$ cat src/shared/i2c_ctrl_pkg.sv
// Constants of the two-channel I2C mode control register front end.
// Assumes a 32-bit AHB-Lite register bus with one register per aligned word.

package i2c_ctrl_pkg;
    // Register indexes; the byte address is four times the index
    localparam logic [11:0] IDX_CH0_TRANSFER_CONFIG = 12'h240;
    localparam logic [11:0] IDX_CH0_BUS_COMMAND = 12'h243;
    localparam logic [11:0] IDX_CH0_ENABLE_CONTROL = 12'h247;
    localparam logic [11:0] IDX_CH1_TRANSFER_CONFIG = 12'h248;
    localparam logic [11:0] IDX_CH1_BUS_COMMAND = 12'h24b;
    localparam logic [11:0] IDX_CH1_ENABLE_CONTROL = 12'h24f;
    localparam logic [11:0] IDX_IRQ_STATUS = 12'h250;
    localparam logic [11:0] IDX_IRQ_MASK = 12'h251;

    // Enable register fields
    localparam int EN_BIT = 7;
    // Transfer config fields
    localparam int BC_HI = 7;
    localparam int BC_LO = 5;
    localparam int ACK_BIT = 4;
    localparam int SCK_HI = 2;
    localparam int SCK_LO = 0;
    localparam int MON_BIT = 0;
    // Bus command fields
    localparam int MST_BIT = 7;
    localparam int TRX_BIT = 6;
    localparam int BB_BIT = 5;
    localparam int PIN_BIT = 4;
    localparam int MODE_HI = 3;
    localparam int MODE_LO = 2;
    localparam int SWR_HI = 1;
    localparam int SWR_LO = 0;
    // Interrupt status layout
    localparam int IRQ_SWR_LO = 0;
    localparam int IRQ_BUS_LO = 2;
    localparam int IRQ_W = 4;

    // Reset values
    localparam logic [7:0] CFG_RESET = 8'h00;
    localparam logic [7:0] CMD_RESET = 8'h10;
    localparam logic [7:0] EN_RESET = 8'h00;
    localparam logic [IRQ_W-1:0] MASK_RESET = 4'h0;

    // Encodings
    localparam logic [1:0] MODE_PORT = 2'h0;
    localparam logic [1:0] MODE_I2C = 2'h2;
    localparam logic [1:0] SWR_ARM = 2'h2;
    localparam logic [1:0] SWR_FIRE = 2'h1;
    localparam logic [2:0] SCK_RESERVED = 3'h7;

    // Divider: half period of the line clock is 2**n + 36 system cycles
    localparam int DIV_BASE = 36;
    localparam int DIV_N_MIN = 4;
    localparam int DIV_N_MAX = 10;
    localparam int DIV_W = 11;

    // Timing
    localparam int CLK_PERIOD_PS = 4000;
    localparam int SOFT_RESET_NS = 24;
    localparam int SOFT_RESET_CYCLES = (SOFT_RESET_NS * 1000 + CLK_PERIOD_PS - 1) / CLK_PERIOD_PS;

    typedef enum logic [1:0] {
        SWR_IDLE = 2'b00,
        SWR_ARMED = 2'b01,
        SWR_ACTIVE = 2'b11
    } swr_state_t;
endpackage : i2c_ctrl_pkg

$ cat src/rtl/scl_divider.sv
// Serial line clock divider for one channel.
// Assumes run comes from registers on hclk.
`timescale 1ns/1ps
`default_nettype none

module scl_divider
(
    // Clock and reset
    input wire logic hclk,
    input wire logic hresetn,
    // Control
    input wire logic run,
    input wire logic [2:0] sel,
    // Line clock
    output logic scl
);
    logic [i2c_ctrl_pkg::DIV_W-1:0] cnt;
    logic [i2c_ctrl_pkg::DIV_W-1:0] half;
    int n;

    // Reserved code runs at the slowest rate to stay within standard mode
    always_comb
    begin
        n = i2c_ctrl_pkg::DIV_N_MIN + int'(sel);
        if (sel == i2c_ctrl_pkg::SCK_RESERVED)
        begin
            n = i2c_ctrl_pkg::DIV_N_MAX;
        end
        half = i2c_ctrl_pkg::DIV_W'((1 << n) + i2c_ctrl_pkg::DIV_BASE);
    end

    always_ff @(posedge hclk or negedge hresetn)
    begin
        if (!hresetn)
        begin
            cnt <= '0;
            scl <= 1'b1;
        end
        else if (!run || cnt >= half - 1'b1)
        begin
            cnt <= '0;
            scl <= run ? !scl : 1'b1;
        end
        else
        begin
            cnt <= cnt + 1'b1;
        end
    end
endmodule : scl_divider

`default_nettype wire

$ cat src/rtl/soft_reset_seq.sv
// Software reset sequencer for one channel: 10 then 01 fires a timed reset.
// Assumes write is a one-cycle strobe on hclk carrying the field value.
`timescale 1ns/1ps
`default_nettype none

module soft_reset_seq
#(
    parameter int CYCLES = i2c_ctrl_pkg::SOFT_RESET_CYCLES
)
(
    // Clock and reset
    input wire logic hclk,
    input wire logic hresetn,
    // Field write
    input wire logic write,
    input wire logic [1:0] field,
    // Results
    output logic chan_reset,
    output logic monitor,
    output logic done
);
    i2c_ctrl_pkg::swr_state_t state;
    logic [7:0] cnt;

    always_ff @(posedge hclk or negedge hresetn)
    begin
        if (!hresetn)
        begin
            state <= i2c_ctrl_pkg::SWR_IDLE;
            cnt <= 8'h00;
            chan_reset <= 1'b0;
            monitor <= 1'b1;
            done <= 1'b0;
        end
        else
        begin
            done <= 1'b0;
            unique case (state)
                i2c_ctrl_pkg::SWR_IDLE, i2c_ctrl_pkg::SWR_ARMED:
                begin
                    if (write && field == i2c_ctrl_pkg::SWR_ARM)
                    begin
                        state <= i2c_ctrl_pkg::SWR_ARMED;
                    end
                    else if (write && state == i2c_ctrl_pkg::SWR_ARMED && field == i2c_ctrl_pkg::SWR_FIRE)
                    begin
                        state <= i2c_ctrl_pkg::SWR_ACTIVE;
                        cnt <= 8'(CYCLES - 1);
                        chan_reset <= 1'b1;
                        monitor <= 1'b0;
                    end
                    else if (write)
                    begin
                        state <= i2c_ctrl_pkg::SWR_IDLE;
                    end
                end
                i2c_ctrl_pkg::SWR_ACTIVE:
                begin
                    if (cnt == 8'h00)
                    begin
                        state <= i2c_ctrl_pkg::SWR_IDLE;
                        chan_reset <= 1'b0;
                        monitor <= 1'b1;
                        done <= 1'b1;
                    end
                    else
                    begin
                        cnt <= cnt - 1'b1;
                    end
                end
                default:
                begin
                    state <= i2c_ctrl_pkg::SWR_IDLE;
                end
            endcase
        end
    end
endmodule : soft_reset_seq

`default_nettype wire

$ cat src/rtl/i2c_mode_control_regs.sv
// Two-channel I2C mode control registers behind an AHB-Lite slave.
// Assumes the protocol engine runs on hclk and feeds status the same clock.
//
// Added by the designer: the AHB-Lite interface to the registers.
`timescale 1ns/1ps
`default_nettype none

module i2c_mode_control_regs
(
    // Clock and reset
    input wire logic hclk,
    input wire logic hresetn,
    // AHB-Lite slave
    input wire logic hsel,
    input wire logic [13:0] haddr,
    input wire logic [1:0] htrans,
    input wire logic hwrite,
    input wire logic [2:0] hsize,
    input wire logic [31:0] hwdata,
    input wire logic hready,
    output logic hreadyout,
    output logic [31:0] hrdata,
    output logic hresp,
    // Protocol engine status, one bit per channel
    input wire logic [1:0] controller_state,
    input wire logic [1:0] direction_state,
    input wire logic [1:0] bus_occupied,
    input wire logic [1:0] bus_event,
    input wire logic [1:0] arbitration_lost,
    input wire logic [1:0] address_match,
    input wire logic [1:0] general_call,
    input wire logic [1:0] last_bit,
    // Channel controls
    output logic [1:0] operation_enable,
    output logic [1:0] outputs_enabled,
    output logic [1:0] serial_clock,
    output logic [1:0] controller_select,
    output logic [1:0] direction_select,
    output logic [1:0] start_pulse,
    output logic [1:0] stop_pulse,
    output logic [1:0] soft_reset_out,
    output logic [1:0] bus_irq,
    output logic [3:0] pulse_count0,
    output logic [3:0] pulse_count1,
    output logic [3:0] data_bits0,
    output logic [3:0] data_bits1,
    // Interrupt
    output logic irq
);
    // ==========================================================
    // Helpers
    function automatic logic [3:0] bit_count(input logic [2:0] bc);
        bit_count = (bc == 3'h0) ? 4'h8 : {1'b0, bc};
    endfunction : bit_count

    function automatic logic [3:0] clock_pulses(input logic [2:0] bc, input logic ack);
        clock_pulses = bit_count(bc) + {3'h0, ack};
    endfunction : clock_pulses

    function automatic logic [11:0] chan_index(input int ch, input int kind);
        logic [11:0] base;
        base = (ch == 0) ? i2c_ctrl_pkg::IDX_CH0_TRANSFER_CONFIG : i2c_ctrl_pkg::IDX_CH1_TRANSFER_CONFIG;
        if (kind == 1)
        begin
            base = (ch == 0) ? i2c_ctrl_pkg::IDX_CH0_BUS_COMMAND : i2c_ctrl_pkg::IDX_CH1_BUS_COMMAND;
        end
        else if (kind == 2)
        begin
            base = (ch == 0) ? i2c_ctrl_pkg::IDX_CH0_ENABLE_CONTROL : i2c_ctrl_pkg::IDX_CH1_ENABLE_CONTROL;
        end
        chan_index = base;
    endfunction : chan_index

    // ==========================================================
    // Bus slave
    logic accept;
    logic rd_pend;
    logic wr_q;
    logic [11:0] idx_q;
    logic [1:0] wr_cfg;
    logic [1:0] wr_cmd;
    logic [1:0] wr_en;
    logic wr_status;
    logic wr_mask;
    logic [7:0] read_byte;

    assign accept = hsel && htrans[1] && hready;

    always_ff @(posedge hclk or negedge hresetn)
    begin
        if (!hresetn)
        begin
            wr_q <= 1'b0;
            rd_pend <= 1'b0;
            idx_q <= 12'h000;
            hreadyout <= 1'b1;
            hresp <= 1'b0;
        end
        else
        begin
            wr_q <= accept && hwrite;
            rd_pend <= accept && !hwrite;
            // Reads take one wait state so the data come out of a register
            hreadyout <= !(accept && !hwrite);
            hresp <= 1'b0;
            if (accept)
            begin
                idx_q <= haddr[13:2];
            end
        end
    end

    always_comb
    begin
        for (int c = 0; c < 2; c++)
        begin
            wr_cfg[c] = wr_q && idx_q == chan_index(c, 0);
            wr_cmd[c] = wr_q && idx_q == chan_index(c, 1);
            wr_en[c] = wr_q && idx_q == chan_index(c, 2);
        end
        wr_status = wr_q && idx_q == i2c_ctrl_pkg::IDX_IRQ_STATUS;
        wr_mask = wr_q && idx_q == i2c_ctrl_pkg::IDX_IRQ_MASK;
    end

    // ==========================================================
    // Channel registers
    logic [7:0] cfg [2];
    logic [7:0] cmd [2];
    logic [1:0] swr_monitor;
    logic [1:0] swr_done;

    // Enable register is untouched by the channel soft reset
    always_ff @(posedge hclk or negedge hresetn)
    begin
        if (!hresetn)
        begin
            operation_enable <= i2c_ctrl_pkg::EN_RESET[1:0];
        end
        else
        begin
            for (int c = 0; c < 2; c++)
            begin
                if (wr_en[c])
                begin
                    operation_enable[c] <= hwdata[i2c_ctrl_pkg::EN_BIT];
                end
            end
        end
    end

    always_ff @(posedge hclk or negedge hresetn)
    begin
        if (!hresetn)
        begin
            cfg[0] <= i2c_ctrl_pkg::CFG_RESET;
            cfg[1] <= i2c_ctrl_pkg::CFG_RESET;
            cmd[0] <= i2c_ctrl_pkg::CMD_RESET;
            cmd[1] <= i2c_ctrl_pkg::CMD_RESET;
        end
        else
        begin
            for (int c = 0; c < 2; c++)
            begin
                if (soft_reset_out[c])
                begin
                    cfg[c] <= i2c_ctrl_pkg::CFG_RESET;
                    cmd[c] <= i2c_ctrl_pkg::CMD_RESET;
                end
                else
                begin
                    if (wr_cfg[c])
                    begin
                        cfg[c] <= hwdata[7:0];
                    end
                    if (wr_cmd[c])
                    begin
                        cmd[c] <= hwdata[7:0];
                    end
                end
            end
        end
    end

    // Pending bus interrupt; a new event wins over a cancel in the same cycle
    always_ff @(posedge hclk or negedge hresetn)
    begin
        if (!hresetn)
        begin
            bus_irq <= 2'h0;
        end
        else
        begin
            for (int c = 0; c < 2; c++)
            begin
                if (bus_event[c])
                begin
                    bus_irq[c] <= 1'b1;
                end
                else if (soft_reset_out[c] || (wr_cmd[c] && hwdata[i2c_ctrl_pkg::PIN_BIT]))
                begin
                    bus_irq[c] <= 1'b0;
                end
            end
        end
    end

    // Start or stop request on each command write outside a channel soft reset
    always_ff @(posedge hclk or negedge hresetn)
    begin
        if (!hresetn)
        begin
            start_pulse <= 2'h0;
            stop_pulse <= 2'h0;
        end
        else
        begin
            for (int c = 0; c < 2; c++)
            begin
                start_pulse[c] <= wr_cmd[c] && !soft_reset_out[c] && hwdata[i2c_ctrl_pkg::BB_BIT];
                stop_pulse[c] <= wr_cmd[c] && !soft_reset_out[c] && !hwdata[i2c_ctrl_pkg::BB_BIT];
            end
        end
    end

    // Decoded controls for the protocol engine
    always_ff @(posedge hclk or negedge hresetn)
    begin
        if (!hresetn)
        begin
            outputs_enabled <= 2'h0;
            controller_select <= 2'h0;
            direction_select <= 2'h0;
            pulse_count0 <= 4'h8;
            pulse_count1 <= 4'h8;
            data_bits0 <= 4'h8;
            data_bits1 <= 4'h8;
        end
        else
        begin
            for (int c = 0; c < 2; c++)
            begin
                outputs_enabled[c] <= operation_enable[c]
                    && cmd[c][i2c_ctrl_pkg::MODE_HI:i2c_ctrl_pkg::MODE_LO] == i2c_ctrl_pkg::MODE_I2C;
                controller_select[c] <= cmd[c][i2c_ctrl_pkg::MST_BIT];
                direction_select[c] <= cmd[c][i2c_ctrl_pkg::TRX_BIT];
            end
            pulse_count0 <= clock_pulses(cfg[0][i2c_ctrl_pkg::BC_HI:i2c_ctrl_pkg::BC_LO],
                cfg[0][i2c_ctrl_pkg::ACK_BIT]);
            pulse_count1 <= clock_pulses(cfg[1][i2c_ctrl_pkg::BC_HI:i2c_ctrl_pkg::BC_LO],
                cfg[1][i2c_ctrl_pkg::ACK_BIT]);
            data_bits0 <= bit_count(cfg[0][i2c_ctrl_pkg::BC_HI:i2c_ctrl_pkg::BC_LO]);
            data_bits1 <= bit_count(cfg[1][i2c_ctrl_pkg::BC_HI:i2c_ctrl_pkg::BC_LO]);
        end
    end

    // ==========================================================
    // Per-channel divider and soft reset
    for (genvar g = 0; g < 2; g++)
    begin : g_chan
        scl_divider u_div
        (
            .hclk(hclk),
            .hresetn(hresetn),
            .run(outputs_enabled[g] && controller_select[g]),
            .sel(cfg[g][i2c_ctrl_pkg::SCK_HI:i2c_ctrl_pkg::SCK_LO]),
            .scl(serial_clock[g])
        );
        soft_reset_seq u_swr
        (
            .hclk(hclk),
            .hresetn(hresetn),
            .write(wr_cmd[g]),
            .field(hwdata[i2c_ctrl_pkg::SWR_HI:i2c_ctrl_pkg::SWR_LO]),
            .chan_reset(soft_reset_out[g]),
            .monitor(swr_monitor[g]),
            .done(swr_done[g])
        );
    end

    // ==========================================================
    // Interrupt status and mask
    logic [i2c_ctrl_pkg::IRQ_W-1:0] irq_status;
    logic [i2c_ctrl_pkg::IRQ_W-1:0] irq_mask;
    logic [i2c_ctrl_pkg::IRQ_W-1:0] irq_set;

    assign irq_set = {bus_event, swr_done};

    always_ff @(posedge hclk or negedge hresetn)
    begin
        if (!hresetn)
        begin
            irq_status <= '0;
            irq_mask <= i2c_ctrl_pkg::MASK_RESET;
            irq <= 1'b0;
        end
        else
        begin
            // Set wins over a write-one-to-clear in the same cycle
            irq_status <= irq_set | (irq_status & ~(wr_status ? hwdata[i2c_ctrl_pkg::IRQ_W-1:0] : '0));
            if (wr_mask)
            begin
                irq_mask <= hwdata[i2c_ctrl_pkg::IRQ_W-1:0];
            end
            irq <= |(irq_status & irq_mask);
        end
    end

    // ==========================================================
    // Read data
    always_comb
    begin
        read_byte = 8'h00;
        for (int c = 0; c < 2; c++)
        begin
            if (idx_q == chan_index(c, 0))
            begin
                read_byte = {cfg[c][7:1], swr_monitor[c]};
            end
            else if (idx_q == chan_index(c, 1))
            begin
                read_byte = {controller_state[c], direction_state[c], bus_occupied[c], !bus_irq[c],
                    arbitration_lost[c], address_match[c], general_call[c], last_bit[c]};
            end
            else if (idx_q == chan_index(c, 2))
            begin
                read_byte = {operation_enable[c], 7'h00};
            end
        end
        if (idx_q == i2c_ctrl_pkg::IDX_IRQ_STATUS)
        begin
            read_byte = {4'h0, irq_status};
        end
        else if (idx_q == i2c_ctrl_pkg::IDX_IRQ_MASK)
        begin
            read_byte = {4'h0, irq_mask};
        end
    end

    always_ff @(posedge hclk or negedge hresetn)
    begin
        if (!hresetn)
        begin
            hrdata <= 32'h0000_0000;
        end
        else if (rd_pend)
        begin
            hrdata <= {24'h000000, read_byte};
        end
    end
endmodule : i2c_mode_control_regs

`default_nettype wire

$ cat config.mk
export PLATFORM = sky130hd
export DESIGN_NAME = i2c_mode_control_regs
export DESIGN_NICKNAME = d
export VERILOG_FILES = /design/src/shared/i2c_ctrl_pkg.sv /design/src/rtl/scl_divider.sv /design/src/rtl/soft_reset_seq.sv /design/src/rtl/i2c_mode_control_regs.sv
export SDC_FILE = /design/constraint.sdc
export NUM_CORES = 1
export LEC_CHECK = 0
export BUFFER_PORTS_ARGS = -buffer_cell sky130_fd_sc_hd__buf_4
export CAP_MARGIN = 40
export CORE_MARGIN = 2
export CORE_UTILIZATION = 45
export DETAILED_ROUTE_END_ITERATION = 6
export GPL_ROUTABILITY_DRIVEN = 0
export GPL_TIMING_DRIVEN = 0
export MAX_ROUTING_LAYER = met4
export PLACE_DENSITY = 0.69
export REMOVE_ABC_BUFFERS = 1
export SYNTH_ARGS = -nofsm -noshare
export SYNTH_HDL_FRONTEND = slang
export SYNTH_SLANG_ARGS = --single-unit
$ cat constraint.sdc
create_clock -name hclk -period 2.9 [get_ports hclk]
set_input_delay 0.58 -clock hclk [delete_from_list [all_inputs] [get_ports hclk]]
set_output_delay 0.58 -clock hclk [all_outputs]
set_load 0.01 [all_outputs]
[Yosys cells after proc, flatten, opt, wreduce, memory -nomap -nowiden]
Cells that the tools add are included.
Widths: inputs -> output; s select.
Word-level totals
  flip-flop bits (word level): 144
  input port bits: 72
  logic and storage cells: 232
Operators by class
  $add $sub $neg: 12
  $lt $le $gt $ge: 2
  eq/ne operators: 32
  shift operators: 2
  multiplexer cells: 73
  bitwise operators: 4
  reductions and logical operators: 68
Operators by type and width (count)
  $mux 8: 22
  $eq 12x10->1 const B: 8
  $mux 12: 6
  $mux 32: 2
  $shl 1x32->11 const A: 2
  $eq 12x12->1: 4
  $pmux 8 s2: 2
  $logic_and 1x1->1: 30
  $add 11x1->11 const B: 2
  $add 11x7->11 const B: 2
  $ge 11x11->1: 2
  $mux 1: 22
  $mux 11: 2
  $sub 11x1->11 const B: 2
  $logic_not 8->1: 2
  $mux 2: 8
  $reduce_and 4->1: 4
  $reduce_bool 2->1: 8
  $sub 8x1->8 const B: 2
  $mux 4: 3
  $logic_not 1->1: 11
  $eq 2x2->1 const B: 5
  $add 3x3->4 const A: 2
  $add 4x1->4: 2
  other kinds (16): 38

[Longest topological paths before layout]
  word-level depth: 14
  depth in mapped cells: 10
  depth with buffers taken out: 8

[Cells and area by module]
From an unflattened synthesis, not the netlist that was laid out.
Second synthesis, totals
  cell total of the unflattened synthesis: 680
  area total of the unflattened synthesis: 7004.2 um^2
Modules (own cells, without submodules)
  i2c_mode_control_regs: instances 1, cells an instance 370, area each 4067.7 um^2, seq. area each 2158.3 um^2
  scl_divider: instances 2, cells an instance 92, area each 830.8 um^2, seq. area each 301.5 um^2
  soft_reset_seq (g_chan[1].u_swr): instances 1, cells an instance 63, area each 640.6 um^2, seq. area each 326.6 um^2
  soft_reset_seq (g_chan[0].u_swr): instances 1, cells an instance 63, area each 634.4 um^2, seq. area each 326.6 um^2

[Worst setup path after synthesis]
No wires, ideal clock.
  path type: register -> register
  start point: register cfg[10] (netlist name)
  end point: register g_chan[0].u_div.cnt[10] (netlist name)
  arrival time: 2.222 ns
  required time: 2.828 ns
  setup slack: 0.605 ns
  stages on the path, launching flop included: 10
  path buffers: 2
  period minus slack after synthesis: 2.295 ns
  path through: dfrtp_1 clkbuf_1 or3b_2 ha_1 a211oi_1 nor2_1 nor4_1 o31ai_1 clkbuf_1 nor2_1
Between the ends
  longest elaborated chain between the ends: 8
  elaborated cells between the ends (all ways): 9
RTL lines
  start: declaration: RTL line i2c_mode_control_regs.sv:127  | logic [7:0] cfg [2];
  start signal: indexed assignment: RTL line i2c_mode_control_regs.sv:166  | cfg[c] <= i2c_ctrl_pkg::CFG_RESET;
  start signal: indexed assignment: RTL line i2c_mode_control_regs.sv:173  | cfg[c] <= hwdata[7:0];
  $add 3x3->4 or $eq 3x3->1 (tied branches): RTL line scl_divider.sv:24, scl_divider.sv:25
  $mux 32 (*): RTL line scl_divider.sv:25  | if (sel == i2c_ctrl_pkg::SCK_RESERVED)
  $shl 1x32->11 (*): RTL line scl_divider.sv:29  | half = i2c_ctrl_pkg::DIV_W'((1 << n) + i2c_ctrl_pkg::DIV_BASE);
  $add 11x7->11 (*): RTL line scl_divider.sv:29
  $sub 11x1->11 (*): RTL line scl_divider.sv:39  | else if (!run || cnt >= half - 1'b1)
  $ge 11x11->1 (*): RTL line scl_divider.sv:39
  $logic_or 1x1->1 (*): RTL line scl_divider.sv:39
  $mux 11 (*): RTL line scl_divider.sv:39
  end signal: assignment: RTL line scl_divider.sv:46  | cnt <= cnt + 1'b1;
  end: declaration: RTL line scl_divider.sv:17  | logic [i2c_ctrl_pkg::DIV_W-1:0] cnt;
Mark *: on every way between the ends. The rest lies on a longest branch, timed or not.
A chain may end at the register's enable or synchronous reset.

[Worst setup path in the final report]
  start point: register cfg[10] (netlist name)
  end point: register g_chan[0].u_div.scl
Between the ends
  longest elaborated chain between the ends: 7
  elaborated cells between the ends (all ways): 8
RTL lines
  $add 3x3->4 or $eq 3x3->1 (tied branches): RTL line scl_divider.sv:24, scl_divider.sv:25
  $mux 32 (*): RTL line scl_divider.sv:25
  $shl 1x32->11 (*): RTL line scl_divider.sv:29
  $add 11x7->11 (*): RTL line scl_divider.sv:29
  $sub 11x1->11 (*): RTL line scl_divider.sv:39
  $ge 11x11->1 (*): RTL line scl_divider.sv:39
  $logic_or 1x1->1 (*): RTL line scl_divider.sv:39
  end signal: assignment: RTL line scl_divider.sv:42  | scl <= run ? !scl : 1'b1;
  end: declaration: RTL line scl_divider.sv:15  | output logic scl
Marks and branches as above.

==> run summary <==
From bottom edge to top edge, the die measures 127 um. The clock share of power is 0.475. The flow ran to the end, and the final reports show no timing, DRC or antenna violations.

After layout, the design draws a total of 4460 uW. The logs give 0 for the number of pins exceeding their max-slew limit in the final report and 45 for the number of rows in the core area. Static leakage power: 0.00368 uW. In this run the power density over the cells is 550 nW/um2.

The logs give 375 for the first-iteration detailed-routing DRC count and 73 for the largest net degree at the start of global routing. Switching share of power: 0.235. The fraction of layout cells with a size suffix above 1 is 0.218. The number of cells on the worst reg-to-reg path came out at 7.

The portion of the clock cycle consumed by the worst path in the final layout works out to 0.921. Post-CTS setup-driven buffer insertion count: 0. The endpoint identified for the worst register-to-register timing path is g_chan[0].u_div.scl$_DFFE_PN1P_. In this run the critical register-to-register path is launched from cfg[10]$_DFFE_PN0P_. Type of destination of the critical path: a register.

The count of nets left with antenna violations once routing finished came out at 0. The detailed-route via count was 5222; the part of the power in registers was 0.453. Prior to clock tree synthesis, the placed netlist has a worst setup slack of 230 ps. The analysis attributes to net switching a power of 1050 uW. Data on the critical path is required at its endpoint by 3250 ps. Once placement finished, the instance area stood at 7540 um2.

For the number of I/O pins, the log shows 141. The final hold violation count was 0; the flop and latch count out of synthesis was 136. From left edge to right edge, the die measures 127 um. Dividing the detail-routed wire length by the instance count gives 16.9 um.

After legalization and detailed placement, the total HPWL measured 11.3 mm. Setup violations remaining at the end of the flow were counted as 0. For the number of DRC violations after detailed routing, the log shows 0.

The data arrival at the endpoint of the critical path was 3020 ps; the clock period minus worst slack was 2670 ps. Setup repair after global routing left no endpoint under its margin. The logs give 5 for the number of detailed-routing iterations run before antenna repair and 15.8 mm for the wire length reported by the detailed router. In the final design database the tool counted 841 nets.

The combinational power share is 0.072. The tools report the slack of the worst reg-to-reg path as 230 ps. Relative to the synthesized area, the layout overhead comes to 18.6%.

Based on the critical path, the design can be clocked at up to 374 MHz. The number of maximum-capacitance violations is 0, and the peak supply drop is 0.403 mV. The starting utilization of the core area is 0.455, and the transition time at the pin with the least slew margin is 773 ps. The path class of the tightest hold or removal check is input port to asynchronous set/reset pin. The count of input and output buffers was 85. The run gives 0 as the initial antenna violation count. The run gives 0 as the antenna diode instance count.

For the final design utilization, the log shows 0.540. Summing every instance area after synthesis gives 6840 um2. The total global routing overflow is 0. After routing the design area is 8110 um2.

TritonCTS built the clock tree. The tools report the total internal power as 3410 uW. The clock drives 136 sinks. Along the worst path, the maximum fanout reaches 9.

The deepest clock path buffer count is 2, and the post-synthesis cell count is 655. Buffers inserted during clock tree synthesis total 17. The number of global-route vias before repair is 5161, and the global-route wire length before repair is 26.3 mm. The run gives 0 as the number of gates resized after cts. The share of flip-flops with an asynchronous set or reset after synthesis came out at 1.00.

The synthesized design contains 0 enable-type register cells. The tools report the fill cell total of the finished layout as 1314. The sequential element share of the synthesized area was 0.499.

The critical path class is register to register. In the post-route analysis, the smallest setup slack over all paths is 230 ps. The most critical setup path has its endpoint at g_chan[0].u_div.scl$_DFFE_PN1P_.

The most used flip-flop cell after synthesis is sky130_fd_sc_hd__dfrtp_1. The global-route usage over all layers is 0.213, and the overall die area is 16200 um2. For the worst-skew pair, the clock arrives at the later sink with an insertion delay of 420 ps.

The ratio of routed vias to standard cells was 5.58. Averaged over all synthesized cells, the footprint is 10.4 um2. In this run, distinct cell masters in the synthesized netlist total 59. Leaving out fill and tap cells, the most frequent cell in the layout is sky130_fd_sc_hd__dfrtp_1. The run gives 0.480 as the relative max-transition margin. The kind of start point of the critical path was a register. In this run the worst setup path begins at cfg[10]$_DFFE_PN0P_. Buffers inserted to repair hold after CTS numbered 0. The H-tree was split into 4 levels. Root buffer cell: sky130_fd_sc_hd__clkbuf_16.

The run gives 7.26 ps as the post-route clock skew. For this run, the number of Yosys warnings is 0. The area inside the core boundary was 15000 um2.

After clock tree synthesis, the clock-pin slew on the worst setup and hold paths is 60 ps. In the layout the commonest cells are sky130_fd_sc_hd__dfrtp_1, sky130_fd_sc_hd__buf_4, sky130_fd_sc_hd__nor2_1, sky130_fd_sc_hd__nand2_1, sky130_fd_sc_hd__ha_1.
Yosys cell counts, types with 5 or more instances:
cell | instances | area [um2]
sky130_fd_sc_hd__xor2_1 | 25 | 219
sky130_fd_sc_hd__or3_1 | 5 | 31.3
sky130_fd_sc_hd__nand4_1 | 17 | 106
sky130_fd_sc_hd__nor3b_1 | 5 | 37.5
sky130_fd_sc_hd__nor3_1 | 16 | 80.1
sky130_fd_sc_hd__clkbuf_1 | 22 | 82.6
sky130_fd_sc_hd__a21o_1 | 5 | 37.5
sky130_fd_sc_hd__nand2b_1 | 9 | 56.3
sky130_fd_sc_hd__mux2_2 | 20 | 225
sky130_fd_sc_hd__nand3b_1 | 5 | 37.5
sky130_fd_sc_hd__a21oi_1 | 29 | 145
sky130_fd_sc_hd__ha_1 | 34 | 425
sky130_fd_sc_hd__mux2i_1 | 16 | 160
sky130_fd_sc_hd__nor4_1 | 5 | 31.3
sky130_fd_sc_hd__nor2_1 | 70 | 263
sky130_fd_sc_hd__buf_4 | 30 | 225
sky130_fd_sc_hd__o21ai_0 | 15 | 75.1
sky130_fd_sc_hd__o2111ai_1 | 5 | 43.8
sky130_fd_sc_hd__nand4b_1 | 5 | 43.8
sky130_fd_sc_hd__dfrtp_1 | 127 | 3180
sky130_fd_sc_hd__nand3_1 | 27 | 135
sky130_fd_sc_hd__nand2_1 | 55 | 206
sky130_fd_sc_hd__inv_1 | 16 | 60.1
sky130_fd_sc_hd__o211ai_1 | 7 | 52.6
sky130_fd_sc_hd__dfstp_2 | 9 | 236
sky130_fd_sc_hd__xnor2_1 | 5 | 43.8
worst min path at each step:
stage	startpoint	endpoint	slack, ps	cells after the start
after floorplan	hresetn	bus_irq[0]$_DFFE_PN0P_	280	0
after global placement	cmd[15]$_DFFE_PN0P_	controller_select[0]$_DFF_PN0_	360	0
after detailed placement	cmd[7]$_DFFE_PN0P_	controller_select[1]$_DFF_PN0_	370	0
after CTS	hresetn	irq_mask[2]$_DFFE_PN0P_	170	1
after global routing	hresetn	irq_mask[0]$_DFFE_PN0P_	190	1
final	hresetn	irq_mask[0]$_DFFE_PN0P_	130	1
critical path, cell delays in order (launching register included):
cell,delay [ps]
sky130_fd_sc_hd__dfrtp_1,470
sky130_fd_sc_hd__or3_1,410
sky130_fd_sc_hd__ha_1,340
sky130_fd_sc_hd__o211ai_1,100
sky130_fd_sc_hd__a21oi_1,170
sky130_fd_sc_hd__nor4_1,70
sky130_fd_sc_hd__o31ai_1,640
sky130_fd_sc_hd__mux2_2,410
area by class of cell:
| type | instances | area [um2] | share of cell area |
|---|---|---|---|
| Clock buffer | 24 | 482 | 0.0594 |
| Clock inverter | 8 | 95.1 | 0.0117 |
| Inverter | 16 | 60.1 | 0.00740 |
| Multi-Input combinational cell | 476 | 3140 | 0.387 |
| Sequential cell | 136 | 3410 | 0.421 |
| Tap cell | 188 | 235 | 0.0290 |
| Timing Repair Buffer | 88 | 684 | 0.0844 |
power by group through the flow:
| stage | registers, uW | logic [uW] | clock network (uW) |
|---|---|---|---|
| 2_1_floorplan | 2030 | 166 | 0 |
| 3_3_place_gp | 2050 | 309 | 0 |
| 3_5_place_dp | 2050 | 322 | 0 |
| 4_1_cts | 2020 | 323 | 2140 |
| 5_1_grt | 2030 | 356 | 2230 |
| 6_report | 2020 | 323 | 2120 |
cell families after synthesis:
group	synth area share
and+or+nand+nor	0.190
other	0.00110
adders and majority gates	0.0622
buffers and inverters	0.0582
xor gates and xnor gates	0.0384
AOI/OAI and AO/OA	0.0946
muxes	0.0564
DFF	0.499
flip-flops by register name, indices dropped and copies added (netlist names), 4 cells and up:
register and flops:
cfg 16, cmd 8, data_bits0 4, data_bits1 4, g_chan.u_div.cnt 22, g_chan.u_swr.cnt 16, g_chan.u_swr.state 4, hrdata 8
idx_q 12, irq_mask 4, irq_status 4, pulse_count0 4, pulse_count1 4
routing by layer:
metal	wire, um	track usage	up-vias
met5	0	-	-
met1	6930	0.277	2546
met4	476	0.0995	0
met2	7390	0.323	213
met3	1030	0.0415	50
li1	-	-	2413
per-stage QoR:
| stage | setup TNS, ps | cells | hold slack (ps) |
|---|---|---|---|
| finish | 0 | 936 | 132 |
| global route | 0 | 936 | 189 |
| CTS | 0 | 936 | 168 |
| detailed placement | 0 | 904 | 365 |
| global placement | -257 | 901 | 364 |
| floorplan | 0 | 628 | 284 |
Note: power is estimated with default switching activity, not from simulation.
